===== src/core/mos_defines.svh =====
// Constants for the optional status monitor
// Functional notes
// - DTMF mode: sixteen tone cell outputs fill bytes 0 and 1, cell 0 at bit 0.
// - DTMF mode: detected digit sits in byte 2, valid when the detect flag rises.
// - Digit value is held until a new digit is detected.
// - Modem mode: byte 0 bit 0 is speed valid; bits 4..1 carry the speed.
// - Speed fields only for V.33 receive; valid rises with the scrambled ones flag.
// - Speed code 1000 means 14400 bit/s, 0111 means 12000 bit/s.
// - Modem mode: byte 2 holds one training progress flag per bit.
// - Bit 0 is set while the echo protection carrier is transmitted.
// - Bit 1 is set while the phase reversal segment is received.
// - Bit 3 marks the transmitted rate segment; bit 2 marks equalizer training.
// - Bit 4 marks the scrambled ones segment in either direction.
// - Bit 5 turns on once receive equalizer training is detected.
// - Bit 6 turns on once the rate segment is detected in V.33 or V.17.
// - Bit 7 turns on after the receive equalizer trains successfully.
// - Start of transmit synchronization clears progress flags 5 to 7 and speed valid.
// - V.29 and V.27 keep both rate segment flags inactive.
// - Clear to send rises after scrambled ones, falls when turn-off starts.
`ifndef MOS_DEFINES_SVH
`define MOS_DEFINES_SVH
`define MOS_ADDR_W        6
`define MOS_ADDR_BYTE0    6'h0C
`define MOS_ADDR_BYTE1    6'h0D
`define MOS_ADDR_BYTE2    6'h0E
`define MOS_SPEED_14400   4'h8
`define MOS_SPEED_12000   4'h7
`define MOS_BIT_ECHO      0
`define MOS_BIT_REVERSAL  1
`define MOS_BIT_EQ_TRAIN  2
`define MOS_BIT_RATE_TX   3
`define MOS_BIT_SCR1      4
`define MOS_BIT_EQ_SEEN   5
`define MOS_BIT_RATE_SEEN 6
`define MOS_BIT_EQ_DONE   7
`define MOS_ZERO_BYTE     8'h00
`define MOS_ZERO_NIBBLE   4'h0
`define MOS_ZERO_CELLS    16'h0000
`endif


===== src/core/mos_pkg.sv =====
// Types for the optional status monitor
package mos_pkg;
  typedef enum logic [1:0] {MOS_TONE, MOS_DTMF, MOS_MODEM} mos_mode_e;
  typedef enum logic [1:0] {MOS_V17, MOS_V33, MOS_V29, MOS_V27} mos_std_e;
  typedef enum logic [2:0] {
    TX_IDLE, TX_ECHO, TX_REVERSAL, TX_EQ_TRAIN, TX_RATE, TX_SCR1, TX_DATA
  } mos_tx_e;
  typedef struct packed {
    mos_tx_e     tx_state;
    logic        cts;
    logic        rx_scr1_last;
    logic        eq_seen;
    logic        rate_seen;
    logic        eq_done;
    logic        speed_valid;
    logic [3:0]  speed;
    logic [3:0]  digit;
    logic [15:0] cells;
    logic [7:0]  rdata;
  } mos_state_s;
endpackage : mos_pkg


===== src/core/mos_monitor.sv =====
// Optional status bytes and training progress tracking of the data pump
`timescale 1ns/1ns
`default_nettype none
`include "mos_defines.svh"
module mos_monitor (
  // Clock and reset
  input  wire logic                  mclk,
  input  wire logic                  rst_n,
  // Operating mode
  input  wire mos_pkg::mos_mode_e    mode,
  input  wire mos_pkg::mos_std_e     std_sel,
  input  wire logic                  echo_protect_en,
  input  wire logic                  baud_tick,
  // Tone detector and keypad detector
  input  wire logic [15:0]           tone_cell_output,
  input  wire logic                  keypad_digit_detected,
  input  wire logic [3:0]            keypad_digit_in,
  // Transmit sequencing
  input  wire logic                  start_tx_sync_command,
  input  wire logic                  tx_segment_done,
  input  wire logic                  tx_turnoff_start,
  // Receive detectors
  input  wire logic                  rx_active,
  input  wire logic                  rx_reversal,
  input  wire logic                  rx_eq_training,
  input  wire logic                  rx_scr1,
  input  wire logic                  rx_eq_seen,
  input  wire logic                  rx_rate_seen,
  input  wire logic                  rx_eq_trained,
  input  wire logic [3:0]            rx_speed_code,
  // Host read port of the shared RAM
  input  wire logic                  host_rd,
  input  wire logic [`MOS_ADDR_W-1:0] host_addr,
  output logic [7:0]                 host_rdata,
  // Status toward the general status word
  output logic                       clear_to_send_status,
  output logic                       tx_sync_in_progress,
  output logic [7:0]                 monitor_byte_0,
  output logic [7:0]                 monitor_byte_1,
  output logic [7:0]                 monitor_byte_2
);

  mos_pkg::mos_state_s state_reg;
  mos_pkg::mos_state_s state_next;

  logic       is_rate_std;
  logic       tx_on;
  logic       rx_on;
  logic [7:0] progress;
  logic [7:0] byte0;
  logic [7:0] byte1;
  logic [7:0] byte2;

  // Rate segment exists only in V.33 and V.17
  assign is_rate_std = (std_sel == mos_pkg::MOS_V33) ||
                       (std_sel == mos_pkg::MOS_V17);
  assign tx_on = (state_reg.tx_state != mos_pkg::TX_IDLE) &&
                 (state_reg.tx_state != mos_pkg::TX_DATA);
  assign rx_on = rx_active && (mode == mos_pkg::MOS_MODEM);

  // Progress flags, bits 0 to 4 live only in their own segment, bits 5 to 7 sticky
  always_comb begin
    progress = `MOS_ZERO_BYTE;
    progress[`MOS_BIT_ECHO]      = state_reg.tx_state == mos_pkg::TX_ECHO;
    progress[`MOS_BIT_REVERSAL]  = rx_on && rx_reversal;
    progress[`MOS_BIT_EQ_TRAIN]  = (state_reg.tx_state == mos_pkg::TX_EQ_TRAIN) ||
                                   (rx_on && rx_eq_training);
    progress[`MOS_BIT_RATE_TX]   = state_reg.tx_state == mos_pkg::TX_RATE;
    // Receive side registered so it rises together with speed valid
    progress[`MOS_BIT_SCR1]      = (state_reg.tx_state == mos_pkg::TX_SCR1) ||
                                   state_reg.rx_scr1_last;
    progress[`MOS_BIT_EQ_SEEN]   = state_reg.eq_seen;
    progress[`MOS_BIT_RATE_SEEN] = state_reg.rate_seen;
    progress[`MOS_BIT_EQ_DONE]   = state_reg.eq_done;
  end

  // Byte layouts per mode
  always_comb begin
    byte0 = `MOS_ZERO_BYTE;
    byte1 = `MOS_ZERO_BYTE;
    byte2 = `MOS_ZERO_BYTE;
    unique case (mode)
      mos_pkg::MOS_DTMF: begin
        byte0 = state_reg.cells[7:0];
        byte1 = state_reg.cells[15:8];
        byte2 = {`MOS_ZERO_NIBBLE, state_reg.digit};
      end
      mos_pkg::MOS_MODEM: begin
        // Upper three bits and byte 1 read as zero
        byte0 = {3'h0, state_reg.speed, state_reg.speed_valid};
        byte2 = progress;
      end
      default: begin
        byte0 = `MOS_ZERO_BYTE;
      end
    endcase
  end

  always_comb begin
    state_next = state_reg;
    state_next.rx_scr1_last = rx_on && rx_scr1;

    // Tone cells sampled once per baud
    if (baud_tick) begin
      state_next.cells = tone_cell_output;
    end

    // Digit kept until the next detection
    if (mode == mos_pkg::MOS_DTMF && keypad_digit_detected) begin
      state_next.digit = keypad_digit_in;
    end

    // Transmit training sequencer
    unique case (state_reg.tx_state)
      mos_pkg::TX_IDLE: begin
        state_next.tx_state = mos_pkg::TX_IDLE;
      end
      mos_pkg::TX_ECHO: begin
        if (tx_segment_done) begin
          state_next.tx_state = mos_pkg::TX_REVERSAL;
        end
      end
      mos_pkg::TX_REVERSAL: begin
        if (tx_segment_done) begin
          state_next.tx_state = mos_pkg::TX_EQ_TRAIN;
        end
      end
      mos_pkg::TX_EQ_TRAIN: begin
        if (tx_segment_done) begin
          state_next.tx_state = is_rate_std ? mos_pkg::TX_RATE
                                            : mos_pkg::TX_SCR1;
        end
      end
      mos_pkg::TX_RATE: begin
        if (tx_segment_done) begin
          state_next.tx_state = mos_pkg::TX_SCR1;
        end
      end
      mos_pkg::TX_SCR1: begin
        if (tx_segment_done) begin
          state_next.tx_state = mos_pkg::TX_DATA;
          state_next.cts      = 1'b1;
        end
      end
      mos_pkg::TX_DATA: begin
        if (tx_turnoff_start) begin
          state_next.tx_state = mos_pkg::TX_IDLE;
          state_next.cts      = 1'b0;
        end
      end
      default: begin
        state_next.tx_state = mos_pkg::TX_IDLE;
      end
    endcase

    // Receive progress, sticky until the next transmit start
    if (rx_on && rx_eq_seen) begin
      state_next.eq_seen = 1'b1;
    end
    if (rx_on && rx_rate_seen && is_rate_std) begin
      state_next.rate_seen = 1'b1;
    end
    if (rx_on && rx_eq_trained) begin
      state_next.eq_done = 1'b1;
    end

    // Speed latched on the rising scrambled ones edge in V.33
    if (rx_on && std_sel == mos_pkg::MOS_V33 && rx_scr1 && !state_reg.rx_scr1_last &&
        (rx_speed_code == `MOS_SPEED_14400 || rx_speed_code == `MOS_SPEED_12000)) begin
      state_next.speed       = rx_speed_code;
      state_next.speed_valid = 1'b1;
    end

    // Start of transmit sync clears the sticky progress flags and the speed
    if (start_tx_sync_command) begin
      state_next.tx_state    = echo_protect_en ? mos_pkg::TX_ECHO
                                               : mos_pkg::TX_REVERSAL;
      state_next.cts         = 1'b0;
      state_next.eq_seen     = 1'b0;
      state_next.rate_seen   = 1'b0;
      state_next.eq_done     = 1'b0;
      state_next.speed_valid = 1'b0;
      state_next.speed       = `MOS_ZERO_NIBBLE;
    end

    // Host read, one cycle latency
    if (host_rd) begin
      unique case (host_addr)
        `MOS_ADDR_BYTE0: state_next.rdata = byte0;
        `MOS_ADDR_BYTE1: state_next.rdata = byte1;
        `MOS_ADDR_BYTE2: state_next.rdata = byte2;
        default:         state_next.rdata = `MOS_ZERO_BYTE;
      endcase
    end
  end

  always_ff @(posedge mclk) begin
    if (!rst_n) begin
      state_reg.tx_state     <= mos_pkg::TX_IDLE;
      state_reg.cts          <= 1'b0;
      state_reg.rx_scr1_last <= 1'b0;
      state_reg.eq_seen      <= 1'b0;
      state_reg.rate_seen    <= 1'b0;
      state_reg.eq_done      <= 1'b0;
      state_reg.speed_valid  <= 1'b0;
      state_reg.speed        <= `MOS_ZERO_NIBBLE;
      state_reg.digit        <= `MOS_ZERO_NIBBLE;
      state_reg.cells        <= `MOS_ZERO_CELLS;
      state_reg.rdata        <= `MOS_ZERO_BYTE;
    end else begin
      state_reg <= state_next;
    end
  end

  assign host_rdata           = state_reg.rdata;
  assign clear_to_send_status = state_reg.cts;
  assign tx_sync_in_progress  = tx_on;
  assign monitor_byte_0       = byte0;
  assign monitor_byte_1       = byte1;
  assign monitor_byte_2       = byte2;

endmodule : mos_monitor
`default_nettype wire


===== config.mk =====
export PLATFORM = sky130hd
export DESIGN_NAME = mos_monitor
export DESIGN_NICKNAME = d
export VERILOG_FILES = /design/src/core/mos_pkg.sv /design/src/core/mos_monitor.sv
export VERILOG_INCLUDE_DIRS = /design/src /design/src/core
export SDC_FILE = /design/constraint.sdc
export NUM_CORES = 1
export LEC_CHECK = 0
export BUFFER_PORTS_ARGS = -buffer_cell sky130_fd_sc_hd__buf_2
export CAP_MARGIN = 15
export CORE_AREA = 2 2 82 84
export CTS_CLUSTER_DIAMETER = 40
export CTS_CLUSTER_SIZE = 20
export DETAILED_ROUTE_END_ITERATION = 10
export DIE_AREA = 0 0 84 86
export HOLD_SLACK_MARGIN = 0.1
export PLACE_DENSITY = 0.6
export SYNTH_ARGS = -nofsm -noshare
export SYNTH_HDL_FRONTEND = slang
export SYNTH_SLANG_ARGS = --single-unit

===== constraint.sdc =====
create_clock -name mclk -period 2.07 [get_ports mclk]
set_input_delay 0.414 -clock mclk [delete_from_list [all_inputs] [get_ports mclk]]
set_output_delay 0.414 -clock mclk [all_outputs]
set_load 0.02 [all_outputs]

==> results.ini, run 1 <==
[synth]
synth_edf_count = 0
synthDistinctLibCells = 42
ys_ff_latch = 41
syn_inst = 253
avgSynthCellArea_um2 = 8.511
async_flop_share = 0
syn-num-nets = 305
synth_ff_type = dfxtp_1
syn_area_mm2 = 0.002153
ys_seq_area_frac = 0.3812
ys_warn_count = 0

[global_routing]
grt_pass1_vias = 1954
grt_use_total = 0.1675
grt_pass1_wl_um = 9646
grt_overflow = 0
grt_start_max_net_pins = 18
antenna_found_initial = 0

[sta]
final-setup-viol-count = 0
fin_crit_sh = 0.9645
relSlewSlack = 0.6842
hold_viol_final = 0
tightest_slew_ns = 0.4737
skew_ns = 0.008752
tns_ns = 0
post-route-min-period_ns = 1.997
rsz0062_at_grt = no
worst_slack_ns = 0.07347
fmax_ghz = 0.5009
maxSlewViolCount = 0
hold_slack_ns = 0.3406

[worst_setup_path]
reg2reg_from = state_reg[40]
path_max_fanout = 8
ff2ff_path_depth = 5
slowest_stage = dfxtp_1
worst_setup_path_start_kind = flop
critPathCaptureType = output pin
cp-endpoint = monitor_byte_2[2]
crit_path_start = state_reg[39]
critPathRequiredTime_ns = 1.66
path_cells = nor2b_2 -> a222oi_1 -> nor3_2 -> buf_2
reg2reg_to = host_rdata[2]
cpPeakStageDelay_ns = 0.46
worstPathArrival_ns = 1.58
reg2reg_slack_ns = 0.59
crit_type = reg2out

[place]
portBuffers = 83
dpl.hpwl_um = 4557
finalWeightedCongestion = 0.7983
dpl_worst_slack_ns = 0.1413

[clocking]
cts_buffer_depth = 2
cts.clk_slew.worst_paths_ns = 0.08
clock_latency_ns = 0.29
htreeDepth = 2
cts.sinks = 41
cts_tree = yes
cts_buffers = 5
cts-root-buf = clkbuf_8
postCtsSetupBuffers = 0

[power]
p_leak_nw = 1.270
power_density_mw_per_mm2 = 610.2
p_total_mw = 1.699
peakVddDrop_v = 0.0003155

[detailed_routing]
drtIter0Drc = 96
drc = 0
wl_per_cell_um = 14.21
ant_nets = 0
wl_um = 5870
drtPass1Iterations = 4
vias_per_cell = 5.029
vias = 2077

[cells_and_area]
syn2layout_area_growth_pct = 29.29
largest_reg_flops = 29
drive_gt1_frac = 0.3274
final_nets = 388
fillCellCount = 632
final_util = 0.4435
antenna_cells = 0

[floorplanning]
core.rowCount = 29
core_mm2 = 0.006277
die_w_um = 84
die-area_mm2 = 0.007224
start_util = 0.3430
io_pins = 84
die_y_um = 86

[flow_run]
max-cap-violations = 0

[run_status]
outcome = finished clean

[hold_path]
min_path_type = in2reg

[cell families after synthesis]
family,synth area share
mux,0.09297
flops,0.3812
compound gates,0.1732
fa+ha+maj,0.01162
buf+inv,0.05810
simple gates,0.2830
[where the power goes]
group | internal (mW) | switching, mW
Sequential | 0.814 | 0.0228
Combinational | 0.115 | 0.132
Clock | 0.351 | 0.265
Total | 1.28 | 0.420
[layout make-up]
type / instances / area (um2) / area share
Clock buffer: 5 / 68.82 / 0.02472
Clock inverter: 2 / 35.03 / 0.01258
Inverter: 4 / 15.01 / 0.005393
Multi-Input combinational cell: 187 / 1215 / 0.4364
Sequential cell: 41 / 820.8 / 0.2948
Tap cell: 77 / 96.34 / 0.03461
Timing Repair Buffer: 97 / 533.0 / 0.1915
[routing by layer]
layer / up-vias / global-route usage / routed length (um)
met1: 945 / 0.2355 / 2881
met3: 4 / 0.05005 / 433
li1: 1046 / - / -
met4: 0 / 0.04985 / 48
met5: - / 0 / 0
met2: 82 / 0.2480 / 2506
[critical path: cells and delay by family (launching register included)]
| family | cells | cell delay [ns] |
|---|---|---|
| AOI/OAI and AO/OA | 1 | 0.11 |
| DFF | 1 | 0.46 |
| and+or+nand+nor | 2 | 0.51 |
| buffers and inverters | 1 | 0.21 |
[what timing repair did]
| action | 4_1_cts | 5_1_grt |
|---|---|---|
| hold buffers | 0 | 0 |
| gates resized for setup | 1 | 1 |
| endpoints found under the setup margin | 1 | 1 |
| gates cloned | 0 | 0 |
[how the worst min path moves through the flow]
stage,startpoint,to,slack (ns),depth (start not counted)
floorplan,host_rdata[3],host_rdata[3],0.43,2
global placement,host_rdata[5],host_rdata[5],0.44,2
detailed placement,host_rdata[5],host_rdata[5],0.45,2
CTS,rx_scr1,state_reg[36],0.34,3
global route,rx_scr1,state_reg[36],0.34,3
finish,rx_scr1,state_reg[36],0.34,3
[cell usage after synthesis, types with 2 or more instances]
cell type,n,area [um2]
buf_4,8,60.06
mux2i_1,20,200.2
a31oi_1,4,25.02
a221oi_1,2,17.52
a21boi_0,5,37.54
a22oi_1,6,45.04
a32oi_1,2,17.52
nand2_1,17,63.81
dfxtp_1,41,820.8
a21oi_1,10,50.05
nor2_1,33,123.9
ha_1,2,25.02
clkbuf_1,11,41.29
nor2b_1,25,156.4
nand3_1,8,40.04
nand3b_1,2,15.01
inv_1,4,15.01
o31ai_1,4,30.03
o21ai_0,8,40.04
and2_1,15,93.84
nand4bb_1,3,33.78
nand2b_1,3,18.77
[through the flow]
stage,instances,area (um2)
floorplan,253,2153
global placement,406,2673
CTS,413,2781
global route,413,2784
detailed placement,406,2673
finish,413,2784
[layout by cell type, fill, tap and decap left out, types with 2 or more instances in the layout]
cell,synthesis,final
buf_2,1,83
dfxtp_1,41,41
nor2_1,33,33
nor2b_1,25,24
mux2i_1,20,20
nand2_1,17,17
and2_1,15,15
buf_4,8,13
a21oi_1,10,10
nand3_1,8,8
o21ai_0,8,8
a22oi_1,6,6
a21boi_0,5,5
clkbuf_8,0,5
inv_1,4,4
a31oi_1,4,4
o31ai_1,4,4
nand4bb_1,3,3
nand2b_1,3,3
a32oi_1,2,2
nand3b_1,2,2
a221oi_1,2,2
ha_1,2,2
No activity file was read; power rests on OpenSTA's default activity.
==> run 2, diff against run 1 <==
--- a/config.mk
+++ b/config.mk
@@ -8,11 +8,11 @@
 export LEC_CHECK = 0
 export BUFFER_PORTS_ARGS = -buffer_cell sky130_fd_sc_hd__buf_2
 export CAP_MARGIN = 15
-export CORE_AREA = 2 2 82 84
+export CORE_AREA = 2 2 91 76
 export CTS_CLUSTER_DIAMETER = 40
 export CTS_CLUSTER_SIZE = 20
 export DETAILED_ROUTE_END_ITERATION = 10
-export DIE_AREA = 0 0 84 86
+export DIE_AREA = 0 0 93 78
 export HOLD_SLACK_MARGIN = 0.1
 export PLACE_DENSITY = 0.6
 export SYNTH_ARGS = -nofsm -noshare
==> results.ini, run 2 (synthesis gave the netlist of run 1 again) <==
[floorplanning]
start_util = 0.3448
core.rowCount = 26
die_y_um = 78
io_pins = 84
die_w_um = 93
die-area_mm2 = 0.007254
core_mm2 = 0.006246

[global_routing]
grt_pass1_vias = 1941
antenna_found_initial = 0
grt_overflow = 0
grt_pass1_wl_um = 9756
grt_start_max_net_pins = 32
grt_use_total = 0.1692

[cells_and_area]
multi_input_area_mm2 = 0.001220
final_nets = 383
largest_reg_flops = 29
drive_gt1_frac = 0.3223
layout_common_cells = 83 x buf_2, 40 x dfxtp_1, 33 x nor2_1
syn2layout_area_growth_pct = 29.05
antenna_cells = 0
register_area_um2 = 822.0
final_common_cell = buf_2
fillCellCount = 663

[sta]
final-setup-viol-count = 0
hold_slack_ns = 0.3378
skew_ns = 0.006992
rsz0062_at_grt = no
hold_viol_final = 0
tightest_slew_ns = 0.5271
maxSlewViolCount = 0
fin_crit_sh = 0.9581
tns_ns = 0
post-route-min-period_ns = 1.983
fmax_ghz = 0.5042
relSlewSlack = 0.6486

[hold_path]
holdPathStages = 3
min-delay-start = rx_scr1
min_path_type = in2reg
hold_path_end = state_reg[36]

[detailed_routing]
wl_per_cell_um = 14.34
drtIter0Drc = 104
vias_per_cell = 4.945
drtPass1Iterations = 4
drc = 0
ant_nets = 0
vias = 2057
wl_um = 5965

[clocking]
postCtsSetupBuffers = 0
hold_buffers = 0
cts.sinks = 41
htreeDepth = 2
cts_tree = yes
cts_buffer_depth = 2
cts-root-buf = clkbuf_8
cts_buffers = 5
cts.clk_slew.worst_paths_ns = 0.08
clock_latency_ns = 0.29

[worst_setup_path]
reg2reg_to = host_rdata[2]
path_max_fanout = 9
critPathRequiredTime_ns = 1.66
cp_num_buf_inv = 4
reg2reg_from = state_reg[40]
path_cells = buf_2 -> inv_1 -> ha_1 -> buf_4 -> nor2_1 -> buf_2
ff2ff_path_depth = 5
worstPathArrival_ns = 1.57
path_delay_family = buffers and inverters
reg2reg_slack_ns = 0.62
crit_type = in2out
critPathCaptureType = output pin
cpPeakStageDelay_ns = 0.42
cp_common_cell = buf_2
worst_setup_path_start_kind = primary input
slowest_stage = ha_1

[power]
power_density_mw_per_mm2 = 663.5
peakVddDrop_v = 0.0003145
p_leak_nw = 1.257

[place]
finalWeightedCongestion = 0.8106
portBuffers = 83
dpl.hpwl_um = 4654

[run_status]
outcome = finished clean

[flow_run]
max-cap-violations = 0

==> run 2: cell types whose count changed in the layout (fill, tap and decap cells not counted) <==
cell       previous run  this run
buf_4                13         9
bufinv_16             1         2
dfxtp_2               0         1
nor2b_4               0         1
buf_12                1         0
nor2b_2               1         0
dfxtp_1              41        40
==> run 2: metal layers <==
| metal | vias up | track usage | share of wire |
|---|---|---|---|
| met3 | 8 | 0.04563 | 0.081 |
| met5 | - | 0 | 0 |
| li1 | 1037 | - | - |
| met1 | 932 | 0.2488 | 0.50 |
| met2 | 80 | 0.2391 | 0.41 |
| met4 | 0 | 0.05000 | 0.011 |
==> run 2: through the flow <==
| step | utilization | total power, mW | area [um2] | worst slack, ns | std cells |
|---|---|---|---|---|---|
| floorplan | - | 0.9823 | 2153 | 0.09732 | 253 |
| global placement | 0.4213 | 1.088 | 2631 | 0.1603 | 408 |
| detailed placement | 0.4213 | 1.091 | 2631 | 0.08101 | 408 |
| CTS | 0.4427 | 1.852 | 2765 | 0.05347 | 416 |
| global route | 0.4449 | 1.917 | 2779 | 0.01829 | 416 |
| finish | 0.4449 | 1.844 | 2779 | 0.08671 | 416 |
==> run 2: area by class of cell <==
type / count / area share
multi-input combinational: 187 / 0.4390
sequential: 41 / 0.2958
inverter: 4 / 0.005403
tap: 84 / 0.03782
clock buffer: 5 / 0.02476
clock inverter: 3 / 0.02341
timing repair buffer: 92 / 0.1738
==> run 2: worst max-delay path by stage <==
stage,to,slack (ns),start,depth (start not counted)
final,monitor_byte_0[4],0.09,mode[0],6
after global routing,monitor_byte_0[4],0.02,mode[0],6
after CTS,monitor_byte_2[2],0.05,state_reg[39],4
after detailed placement,monitor_byte_2[4],0.08,mode[0],7
after global placement,monitor_byte_0[7],0.16,mode[1],7
after floorplan,monitor_byte_2[2],0.1,mode[0],4
==> run 2: power by group <==
group / total [mW] / internal (mW) / switching (mW)
logic: 0.240 / 0.110 / 0.130
clock network: 0.766 / 0.479 / 0.287
registers: 0.838 / 0.814 / 0.0239
total: 1.84 / 1.40 / 0.441
==> run 2: worst min-delay path, stage by stage <==
cell and delay [ns]:
buf_2 0.10, nand2_1 0.05, nor2_1 0.03
==> run 2: repair_timing <==
action,in CTS,in global routing
resized for setup,0,4
endpoints found under the setup margin,0,5
endpoints found under the hold margin,0,0
